**src/inc/bsc_pkg.sv**
```systemverilog
// constants and types for boot strap capture and boot device sequencing
package bsc_pkg;
    localparam int          STRAP_W      = 16;
    localparam int          AXI_AW       = 4;
    localparam int          AXI_DW       = 32;
    // register byte offsets
    localparam logic [3:0]  REG_STRAP    = 4'h0;
    localparam logic [3:0]  REG_STATUS   = 4'h4;
    localparam logic [3:0]  REG_CTRL     = 4'h8;
    localparam logic [3:0]  REG_DISP     = 4'hC;
    // reset values
    localparam logic [15:0] STRAP_RST    = 16'h0000;
    localparam logic [1:0]  CTRL_RST     = 2'h1;
    localparam logic [15:0] DISP_RST     = 16'h0000;
    // control fields
    localparam int          CTRL_AUTO    = 0;
    localparam int          CTRL_DISP_EN = 1;
    // strap field positions
    localparam int          F_LIST_LSB   = 0;
    localparam int          F_LIST_MSB   = 4;
    localparam int          F_CLKOUT     = 5;
    localparam int          F_ETH_LSB    = 6;
    localparam int          F_ETH_MSB    = 7;
    localparam int          F_BUS16      = 8;
    localparam int          F_ECC        = 9;
    localparam int          F_OSC_LSB    = 14;
    localparam int          F_OSC_MSB    = 15;
    // status fields
    localparam int          S_STATE_LSB  = 0;
    localparam int          S_IDX_LSB    = 4;
    localparam int          S_DEV_LSB    = 8;
    localparam int          S_WARM       = 12;
    localparam int          S_CAPT       = 13;
    // axi responses
    localparam logic [1:0]  RESP_OKAY    = 2'h0;
    localparam logic [1:0]  RESP_SLVERR  = 2'h2;
    // boot list codes
    localparam logic [4:0]  BL_00010     = 5'h02;
    localparam logic [4:0]  BL_00110     = 5'h06;
    localparam logic [4:0]  BL_01011     = 5'h0B;
    localparam logic [4:0]  BL_10010     = 5'h12;
    localparam logic [4:0]  BL_10011     = 5'h13;
    localparam logic [4:0]  BL_10100     = 5'h14;
    localparam logic [4:0]  BL_10110     = 5'h16;
    localparam logic [4:0]  BL_10111     = 5'h17;
    localparam logic [4:0]  BL_11000     = 5'h18;
    localparam logic [4:0]  BL_11001     = 5'h19;
    localparam logic [4:0]  BL_11100     = 5'h1C;
    localparam int          LIST_LEN     = 4;

    typedef enum logic [3:0] {
        DEV_NONE     = 4'h0,
        DEV_NAND     = 4'h1,
        DEV_NAND_I2C = 4'h2,
        DEV_SD0      = 4'h3,
        DEV_SD1      = 4'h4,
        DEV_SERIAL0  = 4'h5,
        DEV_SPI_PORT0     = 4'h6,
        DEV_ETH1     = 4'h7,
        DEV_USB_PORT0     = 4'h8
    } bsc_dev_t;

    typedef enum logic [2:0] {
        ST_WAIT = 3'b000,
        ST_PICK = 3'b001,
        ST_POLL = 3'b010,
        ST_LOAD = 3'b011,
        ST_RUN  = 3'b100,
        ST_DEAD = 3'b101
    } bsc_state_t;
endpackage : bsc_pkg

```
**src/core/bsc_boot_strap_config.sv**
```systemverilog
// boot strap capture, boot device sequencer and axi4-lite register slave
// What this block does
// all sixteen straps are captured into the strap field on the rising edge of power_on_reset_n.
// straps share the display data pins, which are only sampled at that edge and released during reset.
// strap bits 4 to 0 pick the list of boot devices and their order.
// strap bit 5 enables driving the oscillator clock out.
// strap bits 7 and 6 give the ethernet boot phy mode.
// strap bit 8 says whether the boot device bus is 8 or 16 bits wide.
// strap bit 9 says whether nand ecc is done by the boot rom or the flash.
// strap bits 15 and 14 give the oscillator frequency assumed after reset.
// code 10011 tries nand, nand with eeprom geometry, sd port 0, serial port 0, moving on at each failure.
// codes 00010, 10110 and 11100 give their listed device orders.
// the carrier may override strap defaults with stronger resistors during power-on reset.
// a peripheral source is polled, its image downloaded to internal ram, then executed.
// memory boot works after cold and warm reset, peripheral boot is skipped after a warm reset.
// the captured strap field holds until the next power-on reset.
//
// Implementation choices: the AXI4-Lite interface to the registers and the register addresses.
module bsc_boot_strap_config (
    input  wire logic                       MCLK_IN,
    input  wire logic                       SYS_RST_IN,
    input  wire logic                       POWER_ON_RESET_N_IN,
    input  wire logic                       WARM_RESET_IN,
    input  wire logic [bsc_pkg::STRAP_W-1:0] DISPLAY_DATA_PINS_IN,
    output logic      [bsc_pkg::STRAP_W-1:0] DISPLAY_DATA_PINS_OUT,
    output logic      [bsc_pkg::STRAP_W-1:0] DISPLAY_DATA_PINS_OE_N_OUT,
    output logic                            OSC_CLOCK_OUT_EN_OUT,
    output logic      [1:0]                 ETH_PHY_MODE_OUT,
    output logic                            BOOT_BUS16_OUT,
    output logic                            ECC_SEL_OUT,
    output logic      [1:0]                 OSC_FREQ_SEL_OUT,
    output bsc_pkg::bsc_dev_t               BOOT_DEV_OUT,
    output logic                            BOOT_POLL_OUT,
    output logic                            BOOT_LOAD_OUT,
    output logic                            BOOT_RUN_OUT,
    output logic                            BOOT_DEAD_OUT,
    input  wire logic                       BOOT_FOUND_IN,
    input  wire logic                       BOOT_LOADED_IN,
    input  wire logic                       BOOT_FAIL_IN,
    input  wire logic [bsc_pkg::AXI_AW-1:0] S_AXI_AWADDR_IN,
    input  wire logic                       S_AXI_AWVALID_IN,
    output logic                            S_AXI_AWREADY_OUT,
    input  wire logic [bsc_pkg::AXI_DW-1:0] S_AXI_WDATA_IN,
    input  wire logic [3:0]                 S_AXI_WSTRB_IN,
    input  wire logic                       S_AXI_WVALID_IN,
    output logic                            S_AXI_WREADY_OUT,
    output logic      [1:0]                 S_AXI_BRESP_OUT,
    output logic                            S_AXI_BVALID_OUT,
    input  wire logic                       S_AXI_BREADY_IN,
    input  wire logic [bsc_pkg::AXI_AW-1:0] S_AXI_ARADDR_IN,
    input  wire logic                       S_AXI_ARVALID_IN,
    output logic                            S_AXI_ARREADY_OUT,
    output logic      [bsc_pkg::AXI_DW-1:0] S_AXI_RDATA_OUT,
    output logic      [1:0]                 S_AXI_RRESP_OUT,
    output logic                            S_AXI_RVALID_OUT,
    input  wire logic                       S_AXI_RREADY_IN
);
    import bsc_pkg::*;

    // device order per list code, first device in the low nibble
    function automatic logic [15:0] boot_list(input logic [4:0] code);
        logic [15:0] l;
        l = '0;
        case (code)
            BL_00010: l = {DEV_NAND_I2C, DEV_NAND, DEV_SPI_PORT0, DEV_SERIAL0};
            BL_00110: l = {DEV_NAND_I2C, DEV_NAND, DEV_SPI_PORT0, DEV_ETH1};
            BL_01011: l = {DEV_SD0, DEV_SPI_PORT0, DEV_NAND, DEV_USB_PORT0};
            BL_10010: l = {DEV_SERIAL0, DEV_USB_PORT0, DEV_NAND_I2C, DEV_NAND};
            BL_10011: l = {DEV_SERIAL0, DEV_SD0, DEV_NAND_I2C, DEV_NAND};
            BL_10100: l = {DEV_ETH1, DEV_SPI_PORT0, DEV_NAND_I2C, DEV_NAND};
            BL_10110: l = {DEV_ETH1, DEV_SERIAL0, DEV_SD0, DEV_SPI_PORT0};
            BL_10111: l = {DEV_USB_PORT0, DEV_SERIAL0, DEV_SPI_PORT0, DEV_SD0};
            BL_11000: l = {DEV_SERIAL0, DEV_USB_PORT0, DEV_SD0, DEV_SPI_PORT0};
            BL_11001: l = {DEV_SERIAL0, DEV_ETH1, DEV_SD0, DEV_SPI_PORT0};
            BL_11100: l = {DEV_USB_PORT0, DEV_SERIAL0, DEV_SD0, DEV_SD1};
            default:  l = '0;
        endcase
        return l;
    endfunction : boot_list

    // peripheral sources need a download before execution
    function automatic logic is_periph(input bsc_dev_t d);
        return (d == DEV_SERIAL0) || (d == DEV_ETH1) || (d == DEV_USB_PORT0);
    endfunction : is_periph

    // byte-lane merge for 32-bit writes
    function automatic logic [31:0] wmerge(input logic [31:0] old, input logic [31:0] nw, input logic [3:0] be);
        logic [31:0] r;
        r = old;
        for (int i = 0; i < 4; i++) begin
            if (be[i]) begin
                r[i*8 +: 8] = nw[i*8 +: 8];
            end
        end
        return r;
    endfunction : wmerge

    logic       [STRAP_W-1:0] strap_q;
    logic                     capt_q;
    logic                     por_q;
    logic       [1:0]         ctrl_q;
    logic       [STRAP_W-1:0] disp_q;
    bsc_state_t               state_q;
    bsc_state_t               state_d;
    logic       [2:0]         idx_q;
    logic       [2:0]         idx_d;
    logic                     warm_q;
    logic                     warm_d;
    logic                     bvalid_q;
    logic       [1:0]         bresp_q;
    logic                     rvalid_q;
    logic       [1:0]         rresp_q;
    logic       [31:0]        rdata_q;

    wire        por_rise  = POWER_ON_RESET_N_IN & ~por_q;
    wire [15:0] list      = boot_list(strap_q[F_LIST_MSB:F_LIST_LSB]);
    wire [3:0]  cur_raw   = list[idx_q[1:0]*4 +: 4];
    wire        idx_end   = (idx_q == 3'(LIST_LEN));
    wire        cur_none  = (cur_raw == DEV_NONE);
    wire        cur_per   = is_periph(bsc_dev_t'(cur_raw));
    wire        cur_skip  = cur_none | (warm_q & cur_per);

    // axi decode
    wire        wr_go     = S_AXI_AWVALID_IN & S_AXI_WVALID_IN & ~bvalid_q;
    wire        rd_go     = S_AXI_ARVALID_IN & ~rvalid_q;
    wire        wr_ctrl   = wr_go & (S_AXI_AWADDR_IN == REG_CTRL);
    wire        wr_disp   = wr_go & (S_AXI_AWADDR_IN == REG_DISP);
    wire        wr_ro     = (S_AXI_AWADDR_IN == REG_STRAP) | (S_AXI_AWADDR_IN == REG_STATUS);
    wire        wr_hit    = wr_ro | (S_AXI_AWADDR_IN == REG_CTRL) | (S_AXI_AWADDR_IN == REG_DISP);
    wire [31:0] ctrl_new  = wmerge({30'h0, ctrl_q}, S_AXI_WDATA_IN, S_AXI_WSTRB_IN);
    wire [31:0] disp_new  = wmerge({16'h0, disp_q}, S_AXI_WDATA_IN, S_AXI_WSTRB_IN);
    wire [31:0] status_w  = (32'(state_q) << S_STATE_LSB) | (32'(idx_q) << S_IDX_LSB)
                          | (32'(BOOT_DEV_OUT) << S_DEV_LSB) | (32'(warm_q) << S_WARM)
                          | (32'(capt_q) << S_CAPT);
    wire        rd_hit    = (S_AXI_ARADDR_IN == REG_STRAP) | (S_AXI_ARADDR_IN == REG_STATUS)
                          | (S_AXI_ARADDR_IN == REG_CTRL) | (S_AXI_ARADDR_IN == REG_DISP);
    wire [31:0] rd_mux    = (S_AXI_ARADDR_IN == REG_STRAP)  ? {16'h0, strap_q} :
                            (S_AXI_ARADDR_IN == REG_STATUS) ? status_w :
                            (S_AXI_ARADDR_IN == REG_CTRL)   ? {30'h0, ctrl_q} :
                            (S_AXI_ARADDR_IN == REG_DISP)   ? {16'h0, disp_q} : 32'h0;

    // strap capture, held until the next power-on edge
    always_ff @(posedge MCLK_IN or posedge SYS_RST_IN) begin
        if (SYS_RST_IN) begin
            por_q   <= 1'b0;
            strap_q <= STRAP_RST;
            capt_q  <= 1'b0;
        end else begin
            por_q <= POWER_ON_RESET_N_IN;
            if (por_rise) begin
                strap_q <= DISPLAY_DATA_PINS_IN;
                capt_q  <= 1'b1;
            end
        end
    end

    // strap-driven configuration outputs
    assign OSC_CLOCK_OUT_EN_OUT = strap_q[F_CLKOUT];
    assign ETH_PHY_MODE_OUT     = strap_q[F_ETH_MSB:F_ETH_LSB];
    assign BOOT_BUS16_OUT       = strap_q[F_BUS16];
    assign ECC_SEL_OUT          = strap_q[F_ECC];
    assign OSC_FREQ_SEL_OUT     = strap_q[F_OSC_MSB:F_OSC_LSB];

    // display pins released while in power-on reset so straps can be read
    wire   disp_drive = POWER_ON_RESET_N_IN & ctrl_q[CTRL_DISP_EN];
    assign DISPLAY_DATA_PINS_OUT      = disp_q;
    assign DISPLAY_DATA_PINS_OE_N_OUT = {STRAP_W{~disp_drive}};

    // boot sequencer
    always_comb begin
        state_d = state_q;
        idx_d   = idx_q;
        warm_d  = warm_q;
        case (state_q)
            ST_WAIT: begin
                if (capt_q & ctrl_q[CTRL_AUTO] & POWER_ON_RESET_N_IN) begin
                    state_d = ST_PICK;
                    idx_d   = '0;
                end
            end
            ST_PICK: begin
                if (idx_end) begin
                    state_d = ST_DEAD;
                end else if (cur_skip) begin
                    idx_d = idx_q + 3'h1;
                end else begin
                    state_d = ST_POLL;
                end
            end
            ST_POLL: begin
                if (BOOT_FAIL_IN) begin
                    state_d = ST_PICK;
                    idx_d   = idx_q + 3'h1;
                end else if (BOOT_FOUND_IN) begin
                    state_d = cur_per ? ST_LOAD : ST_RUN;
                end
            end
            ST_LOAD: begin
                if (BOOT_FAIL_IN) begin
                    state_d = ST_PICK;
                    idx_d   = idx_q + 3'h1;
                end else if (BOOT_LOADED_IN) begin
                    state_d = ST_RUN;
                end
            end
            ST_RUN:  state_d = ST_RUN;
            ST_DEAD: state_d = ST_DEAD;
            default: state_d = ST_WAIT;
        endcase
        if (!POWER_ON_RESET_N_IN) begin
            state_d = ST_WAIT;
            warm_d  = 1'b0;
        end else if (WARM_RESET_IN & capt_q) begin
            state_d = ST_PICK;
            idx_d   = '0;
            warm_d  = 1'b1;
        end
    end

    always_ff @(posedge MCLK_IN or posedge SYS_RST_IN) begin
        if (SYS_RST_IN) begin
            state_q <= ST_WAIT;
            idx_q   <= '0;
            warm_q  <= 1'b0;
        end else begin
            state_q <= state_d;
            idx_q   <= idx_d;
            warm_q  <= warm_d;
        end
    end

    // decoded from next state so status outputs leave straight from flops
    wire       act_d = (state_d == ST_POLL) | (state_d == ST_LOAD) | (state_d == ST_RUN);
    wire [3:0] dev_d = act_d ? list[idx_d[1:0]*4 +: 4] : DEV_NONE;

    bsc_dev_t  dev_q;
    logic      poll_q;
    logic      load_q;
    logic      run_q;
    logic      dead_q;

    always_ff @(posedge MCLK_IN or posedge SYS_RST_IN) begin
        if (SYS_RST_IN) begin
            dev_q  <= DEV_NONE;
            poll_q <= 1'b0;
            load_q <= 1'b0;
            run_q  <= 1'b0;
            dead_q <= 1'b0;
        end else begin
            dev_q  <= bsc_dev_t'(dev_d);
            poll_q <= (state_d == ST_POLL);
            load_q <= (state_d == ST_LOAD);
            run_q  <= (state_d == ST_RUN);
            dead_q <= (state_d == ST_DEAD);
        end
    end

    assign BOOT_DEV_OUT  = dev_q;
    assign BOOT_POLL_OUT = poll_q;
    assign BOOT_LOAD_OUT = load_q;
    assign BOOT_RUN_OUT  = run_q;
    assign BOOT_DEAD_OUT = dead_q;

    // register writes
    always_ff @(posedge MCLK_IN or posedge SYS_RST_IN) begin
        if (SYS_RST_IN) begin
            ctrl_q <= CTRL_RST;
            disp_q <= DISP_RST;
        end else begin
            if (wr_ctrl) begin
                ctrl_q <= ctrl_new[1:0];
            end
            if (wr_disp) begin
                disp_q <= disp_new[15:0];
            end
        end
    end

    // write response
    always_ff @(posedge MCLK_IN or posedge SYS_RST_IN) begin
        if (SYS_RST_IN) begin
            bvalid_q <= 1'b0;
            bresp_q  <= RESP_OKAY;
        end else if (wr_go) begin
            bvalid_q <= 1'b1;
            bresp_q  <= wr_hit ? RESP_OKAY : RESP_SLVERR;
        end else if (S_AXI_BREADY_IN) begin
            bvalid_q <= 1'b0;
        end
    end

    // read response
    always_ff @(posedge MCLK_IN or posedge SYS_RST_IN) begin
        if (SYS_RST_IN) begin
            rvalid_q <= 1'b0;
            rresp_q  <= RESP_OKAY;
            rdata_q  <= '0;
        end else if (rd_go) begin
            rvalid_q <= 1'b1;
            rresp_q  <= rd_hit ? RESP_OKAY : RESP_SLVERR;
            rdata_q  <= rd_mux;
        end else if (S_AXI_RREADY_IN) begin
            rvalid_q <= 1'b0;
        end
    end

    assign S_AXI_AWREADY_OUT = wr_go;
    assign S_AXI_WREADY_OUT  = wr_go;
    assign S_AXI_BVALID_OUT  = bvalid_q;
    assign S_AXI_BRESP_OUT   = bresp_q;
    assign S_AXI_ARREADY_OUT = rd_go;
    assign S_AXI_RVALID_OUT  = rvalid_q;
    assign S_AXI_RRESP_OUT   = rresp_q;
    assign S_AXI_RDATA_OUT   = rdata_q;
endmodule : bsc_boot_strap_config

```
**config.mk**
```make
export PLATFORM = sky130hd
export DESIGN_NAME = bsc_boot_strap_config
export DESIGN_NICKNAME = d
export VERILOG_FILES = /design/src/inc/bsc_pkg.sv /design/src/core/bsc_boot_strap_config.sv
export SDC_FILE = /design/constraint.sdc
export NUM_CORES = 1
export LEC_CHECK = 0
export BUFFER_PORTS_ARGS = -buffer_cell sky130_fd_sc_hd__clkbuf_2
export CAP_MARGIN = 30
export CORE_AREA = 4 4 104 96
export DETAILED_ROUTE_END_ITERATION = 8
export DIE_AREA = 0 0 108 100
export GPL_TIMING_DRIVEN = 0
export PLACE_DENSITY_LB_ADDON = 0.2
export SYNTH_ARGS = -nofsm -noshare
export SYNTH_HDL_FRONTEND = slang
export SYNTH_SLANG_ARGS = --single-unit
```
**constraint.sdc**
```tcl
create_clock -name MCLK_IN -period 3.7 [get_ports MCLK_IN]
set_input_delay 0.74 -clock MCLK_IN [delete_from_list [all_inputs] [get_ports MCLK_IN]]
set_output_delay 0.74 -clock MCLK_IN [all_outputs]
set_load 0.02 [all_outputs]
```
# Word-level counts from Yosys, hierarchy flattened
# Memories as Yosys holds them, arrays and structs flattened.
# Index checks and enable logic that the tools add are counted.
[totals]
regBits = 89
mem_bits_ro = 480
in_bits = 72
output_inout_bits = 88
elab_cells = 114
n_memories = 1
[mem_list]
columns = ["memory", "words", "word_bits", "read_ports", "rd_ports_with_merged_regs", "wr", "line", "source"]
rows = [
  ["(no name shown)", 32, 15, 1, 0, 0, "bsc_boot_strap_config.sv:64", "case (code)"],
]
[op_classes]
addsub = 1
eq_ne = 20
shifts = 2
muxes = 31
n_bitwise = 28
reduce_logical = 12
[op_table]
columns = ["operator", "n"]
rows = [
  ["$mux W16", 4],
  ["$mux W3", 16],
  ["$shiftx A16 B5 Y4", 2],
  ["$eq A4 B4 Y1 const B", 5],
  ["$pmux W3 S6", 1],
  ["$eq A4 B3 Y1 const B", 4],
  ["$eq A3 B3 Y1 const B", 5],
  ["$or A13 B14 Y14", 1],
  ["$or A12 B13 Y13", 1],
  ["$eq A3 B2 Y1 const B", 4],
  ["$logic_not A4 Y1", 3],
  ["$or A7 B12 Y12", 1],
  ["$and A1 B1 Y1", 11],
  ["$or A1 B1 Y1", 9],
  ["$pmux W3 S3", 1],
  ["$or A3 B7 Y7", 1],
  ["$mux W1", 6],
  ["$reduce_and A2 Y1", 3],
  ["$mux W2", 2],
  ["$mux W4", 1],
  ["$not A1 Y1", 4],
  ["$reduce_bool A2 Y1", 2],
  ["$add A3 B1 Y3 const B", 1],
  ["$eq A3 B1 Y1 const B", 1],
  ["4 further kinds", 5],
]

# Longest topological paths before layout
# Gate-level depths: netlist (run 1).
# An unclocked memory read counts as a cell.
[depth]
depth_word = 16
depth_mapped = 12
ltp_nobuf = 12

# Worst setup path after synthesis (run 1)
# Ideal clock, no wire load.
[synth_timing]
path_kind = "register -> register"
start = "reg strap_q[0]"
end = "reg dev_q[3] (netlist: BOOT_DEV_OUT[3])"
setup_ps = 76
arrival_time_ps = 3176
required_ps = 3624
slack_ps = 448
stages_incl_launch_ff = 13
n_path_buf = 0
period_less_slack_ps = 3252
path_cell_list = "dfrtp_1 -> inv_1 -> ha_1 -> or3b_4 -> a41oi_2 -> a211oi_1 -> a221o_1 -> nand3b_4 -> a221oi_2 -> mux2i_1 -> a21oi_4 -> or4b_1 -> o21ai_1"
[synth_via]
elab_chain_len = 16
elab_cells_between_ends = 30
classes_between = "eq/ne: 6; shift: 2; mux: 14; bitwise: 4; reduce/logical: 3; memory: 1"
[synth_lines]
columns = ["element", "line", "source"]
rows = [
  ["start: declaration", "bsc_boot_strap_config.sv:98", "logic [STRAP_W-1:0] strap_q;"],
  ["start signal: assignment", "bsc_boot_strap_config.sv:146", "strap_q <= STRAP_RST;"],
  ["start signal: assignment", "bsc_boot_strap_config.sv:151", "strap_q <= DISPLAY_DATA_PINS_IN;"],
  ["$mem_v2 Z32 W15 (*)", "-", ""],
  ["branches (longest 14 deep; another with $shiftx A16 B5 Y4)", "-", ""],
  ["$mux W4 (*)", "bsc_boot_strap_config.sv:234", "wire [3:0] dev_d = act_d ? list[idx_d[1:0]*4 +: 4] : DEV_NONE;"],
  ["net dev_d[3]", "bsc_boot_strap_config.sv:234", ""],
  ["end signal: assignment", "bsc_boot_strap_config.sv:250", "dev_q <= bsc_dev_t'(dev_d);"],
  ["end: declaration", "bsc_boot_strap_config.sv:236", "bsc_dev_t dev_q;"],
]
# Mark *: on every way through the listed nets, which the timed path passes.
# A chain may end at the register's enable or synchronous reset.

# Final worst setup path (run 1)
# Same ends and word-level chain as after synthesis.

==> impl_metrics.py, run 1 <==
metrics = {
    "clock_network": {
        "ctsLongestPathBuffers": 2,
        "htreeDepth": 3,
        "root_buffer": "clkbuf_8",
        "clk_latency_ns": 0.34,
        "cts_buffers": 9,
        "cts_hold_buffers": 0,
        "clk_pin_slew_ns": 0.08,
        "cts_sinks": 71,
        "cts_tree": "yes",
    },
    "cells_and_area": {
        "multiInputGateArea_um2": 2230,
        "area_growth_pct": 26.9,
        "fill_cells": 810,
        "seq_area_um2": 1780,
        "diodes": 0,
        "layout-drive-gt1-share_pct": 40.9,
        "stdcell_area_um2": 5530,
        "nets": 679,
    },
    "synthesis": {
        "ys_seq_elements": 71,
        "synth.avg_cell_area_um2": 9.92,
        "synth_area_um2": 4350,
        "yosysUniqueCellTypes": 66,
        "ys_seq_area_share_pct": 40.8,
        "synth_edf_count": 0,
        "synthArstFlopShare_pct": 100,
        "yosys-top-cells-area": "dfrtp_1 40%, mux2_2 8.3%, buf_4 6.7%, mux2i_1 3.9%, nand2_1 3.2%",
        "yosysWarnings": 0,
        "synth_top_area_share_pct": 40.2,
        "yosys.area.top_type": "dfrtp_1",
        "yosys-top-cells-count": "70 x dfrtp_1, 39 x buf_4, 37 x nand2_1, 32 x mux2_2, 26 x o21ai_0",
        "dominantRegCellSynth": "dfrtp_1",
        "synth_cells": 439,
        "yosysMostFrequentCell": "dfrtp_1",
    },
    "critical_path": {
        "ff2ff_setup_slack_ns": 0.09,
        "arrival_ns": 3.86,
        "crit_type": "reg -> reg",
        "start_kind": "register",
        "reg2reg_depth": 12,
        "critPathCaptureType": "register",
        "r2r_start": "strap_q[0]$_DFFE_PP0P_",
        "crit_fanout": 6,
        "r2r_end": "BOOT_DEV_OUT[3]$_DFF_PP0_",
        "required_ns": 3.96,
    },
    "sta": {
        "rsz0062_at_grt": "false",
        "hold_viol_final": 0,
        "min_period_ns": 3.61,
        "whs_ns": 0.495,
        "max_freq_mhz": 277,
        "worst_pin_slew_ns": 0.869,
        "max-slew-margin-rel_pct": 42.1,
        "slew_violations": 0,
        "skew_ns": 0.00958,
        "min_period_over_period_pct": 97.4,
        "setup_viol": 0,
    },
    "floorplan": {
        "start_util_pct": 48.6,
        "num_rows": 33,
        "num_io_pins": 160,
        "die-area_um2": 10800,
        "die_w_um": 108,
        "coreArea_um2": 8960,
        "die_y_um": 100,
    },
    "placed_design": {
        "hpwl_um": 8870,
        "placed_cell_area_um2": 5190,
        "numPortBuffers": 122,
        "globalplace.congestion": 0.900,
    },
    "detailed_routing": {
        "drc": 0,
        "firstDrtPassIters": 5,
        "finalWirelength_um": 11700,
        "drt-initial-drc-count": 123,
        "ant_nets": 0,
        "wl_per_cell_um": 16.1,
        "via_per_inst": 5.35,
        "vias": 3874,
    },
    "global_route": {
        "first_global_vias": 3738,
        "antenna_found_initial": 0,
        "grt_max_degree": 72,
        "overflow": 0,
        "grt_first_pass_wirelength_um": 18800,
        "track_usage_pct": 22.0,
    },
    "status": {
        "status": "complete, no violations",
    },
    "power_and_ir_drop": {
        "peakVddDrop_mv": 0.243,
        "p_per_area_nw_per_um2": 474,
        "p_leak_uw": 0.00276,
    },
    "min_path": {
        "min_path_cells": 2,
        "hold_end": "S_AXI_RDATA_OUT[1]$_DFFE_PP0P_",
        "min_from": "S_AXI_RDATA_OUT[1]$_DFFE_PP0P_",
        "holdCritPathClass": "reg -> reg",
    },
    "flow_run": {
        "max_cap_viol_count": 0,
    },
}
[sequential cells by signal (all words and copies together) (netlist names), 2 cells and up]
signal	cells
S_AXI_RDATA_OUT	16
ctrl_q	2
strap_q	16
idx_q	3
DISPLAY_DATA_PINS_OUT	16
state_q	3
BOOT_DEV_OUT	4
[power by group]
group / internal, uW / total, uW / switching [uW] / leakage [uW]
Sequential: 868 / 945 / 76.2 / 0.000912
Clock: 419 / 718 / 299 / 0.000117
Combinational: 397 / 957 / 560 / 0.00173
Total: 1690 / 2620 / 935 / 0.00276
[per-layer routing]
layer,vias up,wire [um],track usage [%]
met4,0,231,7.57
met3,21,823,4.69
met2,164,5440,34.8
met1,1857,5190,30.1
li1,1832,-,-
met5,-,0,0
[kinds of logic after synthesis]
group                    count (synthesis)  synth area share (%)
AO/OA/AOI/OAI                           94                  15.3
XOR/XNOR                                 2                 0.402
adder cells (fa/ha/maj)                 10                  2.87
buffers and inverters                   77                  10.8
flip-flops                              71                  40.8
multiplexers                            54                  13.6
other                                    1                0.0861
AND/OR/NAND/NOR                        130                  16.2
[layout by cell type, fill, tap and decap left out, types with 5 or more instances in the layout]
cell      count
clkbuf_2    122
clkbuf_8     11
nor2_1       23
buf_4        45
a21o_1        5
conb_1       18
mux2i_1      16
nand2_1      37
nand3_1      15
ha_1          9
inv_1        15
o21ai_0      26
clkbuf_1     13
dfrtp_1      68
a21oi_1       8
a31oi_1       5
a22o_1       10
nor2b_1      14
mux2_2       32
nand2b_1      5
[how the worst max path moves through the flow]
stage | start | to | slack (ns)
2_1_floorplan | strap_q[0]$_DFFE_PP0P_ | BOOT_DEV_OUT[3]$_DFF_PP0_ | 0.45
4_1_cts | strap_q[0]$_DFFE_PP0P_ | BOOT_DEV_OUT[3]$_DFF_PP0_ | 0.001
5_1_grt | strap_q[1]$_DFFE_PP0P_ | BOOT_DEV_OUT[3]$_DFF_PP0_ | 0.01
6_report | strap_q[0]$_DFFE_PP0P_ | BOOT_DEV_OUT[3]$_DFF_PP0_ | 0.09
3_3_place_gp | strap_q[1]$_DFFE_PP0P_ | BOOT_DEV_OUT[0]$_DFF_PP0_ | -0.16
3_5_place_dp | strap_q[1]$_DFFE_PP0P_ | BOOT_DEV_OUT[0]$_DFF_PP0_ | -0.18
[worst max-delay path, stage by stage, from the launching register on]
cell      delay [ns]
dfrtp_2         0.46
inv_2           0.12
ha_2            0.24
or3b_4          0.43
a41oi_2         0.21
a211oi_1        0.08
a221o_1         0.37
nand3b_4        0.21
a221oi_4        0.33
mux2i_4         0.34
a21oi_2         0.11
or4b_1          0.49
o21ai_1         0.12
[stage by stage]
stage | instances | total power [uW] | util, % | worst slack (ns) | TNS, ns
final | 724 | 2620 | 61.7 | 0.0947 | 0
after global routing | 724 | 2770 | 61.7 | 0.00967 | 0
after CTS | 719 | 2600 | 60.9 | 0.00101 | 0
after detailed placement | 701 | 1850 | 57.9 | -0.180 | -0.472
after global placement | 700 | 1840 | 57.8 | -0.160 | -0.401
after floorplan | 456 | 1600 | - | 0.448 | 0
[final cells by class]
cell class	instances	area share, %
well taps	122	2.76
inverters	18	1.27
clock buffers	12	2.81
plain buffers	59	7.27
repair buffers	129	12.0
multi-input cells	309	40.3
flip-flops and latches	71	32.2
clock inverters	4	1.40
[what timing repair did]
action / 4_1_cts / 5_1_grt
pin swaps: 0 / 1
gates resized for setup: 6 / 5
cloned: 1 / 0
setup buffers: 1 / 5
setup endpoints to repair: 4 / 4
(Power assumes the default switching activity.)
==> run 2: changes to the inputs <==
--- a/config.mk
+++ b/config.mk
@@ -5,11 +5,12 @@
 export SDC_FILE = /design/constraint.sdc
 export NUM_CORES = 1
 export LEC_CHECK = 0
+export ABC_AREA = 1
 export BUFFER_PORTS_ARGS = -buffer_cell sky130_fd_sc_hd__clkbuf_2
 export CAP_MARGIN = 30
-export CORE_AREA = 4 4 104 96
+export CORE_AREA = 4 4 103 95
 export DETAILED_ROUTE_END_ITERATION = 8
-export DIE_AREA = 0 0 108 100
+export DIE_AREA = 0 0 107 99
 export GPL_TIMING_DRIVEN = 0
 export PLACE_DENSITY_LB_ADDON = 0.2
 export SYNTH_ARGS = -nofsm -noshare
==> run 2 against run 1 <==
Maximum frequency rose by 21%. Sequential power is 2.1% higher. First-iteration DRC count rose by 68%. Sequential share of layout area rose by 0.97 points.
==> impl_metrics.py, run 2 <==
metrics = {
    "status": {
        "status": "complete, no violations",
    },
    "global_route": {
        "track_usage_pct": 22.9,
        "antenna_found_initial": 0,
        "grt_max_degree": 72,
        "first_global_vias": 4053,
        "overflow": 0,
        "grt_first_pass_wirelength_um": 19600,
    },
    "min_path": {
        "min_path_cells": 2,
        "min_from": "S_AXI_RDATA_OUT[13]$_DFFE_PP0P_",
        "hold_end": "S_AXI_RDATA_OUT[13]$_DFFE_PP0P_",
        "holdCritPathClass": "reg -> reg",
    },
    "synthesis": {
        "yosysWarnings": 0,
        "yosysMostFrequentCell": "nand2_1",
        "yosysUniqueCellTypes": 39,
        "synth_area_um2": 4280,
        "ys_seq_elements": 71,
        "synth_edf_count": 0,
        "yosys.area.top_type": "dfrtp_1",
        "synthArstFlopShare_pct": 100,
        "synth_cells": 543,
        "synth.avg_cell_area_um2": 7.89,
        "yosys-top-cells-area": "dfrtp_1 41%, nand2_1 9.3%, buf_4 7.0%, nand3_1 6.0%, a21oi_1 5.5%",
        "yosys-top-cells-count": "106 x nand2_1, 70 x dfrtp_1, 51 x nand3_1, 50 x inv_1, 47 x a21oi_1",
        "dominantRegCellSynth": "dfrtp_1",
        "ys_seq_area_share_pct": 41.5,
        "synth_top_area_share_pct": 40.9,
    },
    "power_and_ir_drop": {
        "p_leak_uw": 0.00285,
        "switchingPower_uw": 1110,
        "switching_share_pct": 39.1,
        "p_per_area_nw_per_um2": 528,
        "share_comb_of_total_power_pct": 39.2,
        "peakVddDrop_mv": 0.232,
        "internal-power_uw": 1720,
        "clock_power_share_pct": 26.7,
        "seqPwrFrac_pct": 34.1,
    },
    "sta": {
        "min_period_over_period_pct": 80.5,
        "max_freq_mhz": 336,
        "slew_violations": 0,
        "setup_tns_ns": 0,
        "min_period_ns": 2.98,
        "hold_viol_final": 0,
        "max-slew-margin-rel_pct": 41.0,
        "worst_pin_slew_ns": 0.884,
        "skew_ns": 0.0109,
        "setup_ws_ns": 0.722,
        "rsz0062_at_grt": "false",
        "setup_viol": 0,
    },
    "clock_network": {
        "cts_tree": "yes",
        "htreeDepth": 3,
        "cts_sinks": 71,
        "cts_hold_buffers": 0,
        "post_cts_buffers": 0,
        "root_buffer": "clkbuf_8",
        "ctsLongestPathBuffers": 2,
        "cts_resized": 0,
        "clk_latency_ns": 0.34,
        "clk_pin_slew_ns": 0.08,
        "cts_buffers": 9,
    },
    "critical_path": {
        "required_ns": 3.95,
        "reg2reg_depth": 20,
        "r2r_start": "strap_q[0]$_DFFE_PP0P_",
        "ff2ff_setup_slack_ns": 0.72,
        "crit_fanout": 7,
        "r2r_end": "BOOT_DEV_OUT[3]$_DFF_PP0_",
        "crit_type": "reg -> reg",
        "arrival_ns": 3.23,
        "critPathCaptureType": "register",
        "start_kind": "register",
    },
    "cells_and_area": {
        "final_common_cell": "clkbuf_2",
        "seq_area_um2": 1780,
        "multiInputGateArea_um2": 1970,
        "layout-drive-gt1-share_pct": 31.7,
        "mostFrequentLayoutCells": "122 x clkbuf_2, 106 x nand2_1, 70 x dfrtp_1, 51 x nand3_1, 49 x inv_1",
        "diodes": 0,
        "area_growth_pct": 25.1,
        "fill_cells": 805,
        "nets": 776,
    },
    "placed_design": {
        "place_ws_ns": 0.790,
        "hpwl_um": 9400,
        "globalplace.congestion": 0.913,
        "numPortBuffers": 122,
    },
    "detailed_routing": {
        "wl_per_cell_um": 14.6,
        "firstDrtPassIters": 5,
        "drc": 0,
        "vias": 4167,
        "finalWirelength_um": 11900,
        "ant_nets": 0,
        "via_per_inst": 5.10,
        "drt-initial-drc-count": 207,
    },
    "flow_run": {
        "max_cap_viol_count": 0,
    },
    "floorplan": {
        "num_io_pins": 160,
        "num_rows": 32,
        "die-area_um2": 10600,
        "die_w_um": 107,
        "start_util_pct": 50.0,
        "coreArea_um2": 8570,
        "die_y_um": 99,
    },
}
run 2: area by class of cell:
cell class	count	area share [%]
buffer	58	7.22
clock buffer	10	2.57
inverter	56	4.02
tap	119	2.78
clock inverter	5	1.99
multi-input combinational	375	36.7
sequential	71	33.2
timing repair buffer	123	11.5
run 2: cell families (layout without fill, tap and decap cells):
family	count (synthesis)	after routing	share of synthesized area, %
simple gates	226	226	23.7
buf+inv	114	252	14.0
compound gates	107	107	14.1
flops	71	71	41.5
mux	13	13	3.42
fa+ha+maj	10	10	2.92
other cells	1	18	0.0876
xor+xnor	1	1	0.205
run 2: worst max-delay path, stage by stage, from the launching register on:
cell	delay [ns]
dfrtp_1	0.47
inv_1	0.23
ha_1	0.30
nand2_1	0.12
o21ai_0	0.15
nand2_1	0.10
a21oi_1	0.13
nand2_1	0.06
nand2_1	0.08
inv_1	0.04
nand3_1	0.08
nand2_2	0.07
nand2_2	0.09
nand2_4	0.08
nand2_1	0.07
nand3_1	0.08
o21ai_1	0.21
nand2_1	0.13
nand2_1	0.13
inv_1	0.08
a21oi_1	0.18
run 2: metal layers:
metal | GRT usage, % | up-vias | routed length (um)
met4 | 5.60 | 0 | 164
met3 | 5.37 | 16 | 1040
met2 | 36.9 | 182 | 5490
met1 | 31.4 | 1927 | 5240
met5 | 0 | - | 0
li1 | - | 2042 | -
run 2: stage by stage:
| step | hold WS (ns) | instance area (um2) | std cells | power, uW | utilization, % |
|---|---|---|---|---|---|
| global placement | 0.463 | 5100 | 801 | 2070 | 59.6 |
| detailed placement | 0.480 | 5110 | 802 | 2090 | 59.7 |
| finish | 0.498 | 5360 | 817 | 2830 | 62.5 |
| CTS | 0.503 | 5360 | 817 | 2840 | 62.5 |
| floorplan | 0.472 | 4350 | 560 | 1780 | - |
| global route | 0.522 | 5360 | 817 | 3020 | 62.5 |
run 2: worst max path at each step:
| stage | from | depth (start not counted) | endpoint | slack (ns) |
|---|---|---|---|---|
| floorplan | SYS_RST_IN | 1 | BOOT_DEAD_OUT$_DFF_PP0_ | 1.17 |
| global route | strap_q[0]$_DFFE_PP0P_ | 20 | BOOT_DEV_OUT[3]$_DFF_PP0_ | 0.38 |
| detailed placement | strap_q[0]$_DFFE_PP0P_ | 20 | BOOT_DEV_OUT[3]$_DFF_PP0_ | 0.79 |
| CTS | strap_q[0]$_DFFE_PP0P_ | 20 | BOOT_DEV_OUT[3]$_DFF_PP0_ | 0.74 |
| finish | strap_q[0]$_DFFE_PP0P_ | 20 | BOOT_DEV_OUT[3]$_DFF_PP0_ | 0.72 |
| global placement | SYS_RST_IN | 2 | idx_q[2]$_DFF_PP0_ | 0.29 |
run 2: power by group through the flow:
| stage | clock network, uW | logic [uW] | registers, uW |
|---|---|---|---|
| detailed placement | 0 | 1110 | 978 |
| CTS | 766 | 1110 | 964 |
| floorplan | 0 | 757 | 1030 |
| finish | 756 | 1110 | 965 |
| global route | 794 | 1240 | 980 |
| global placement | 0 | 1090 | 976 |
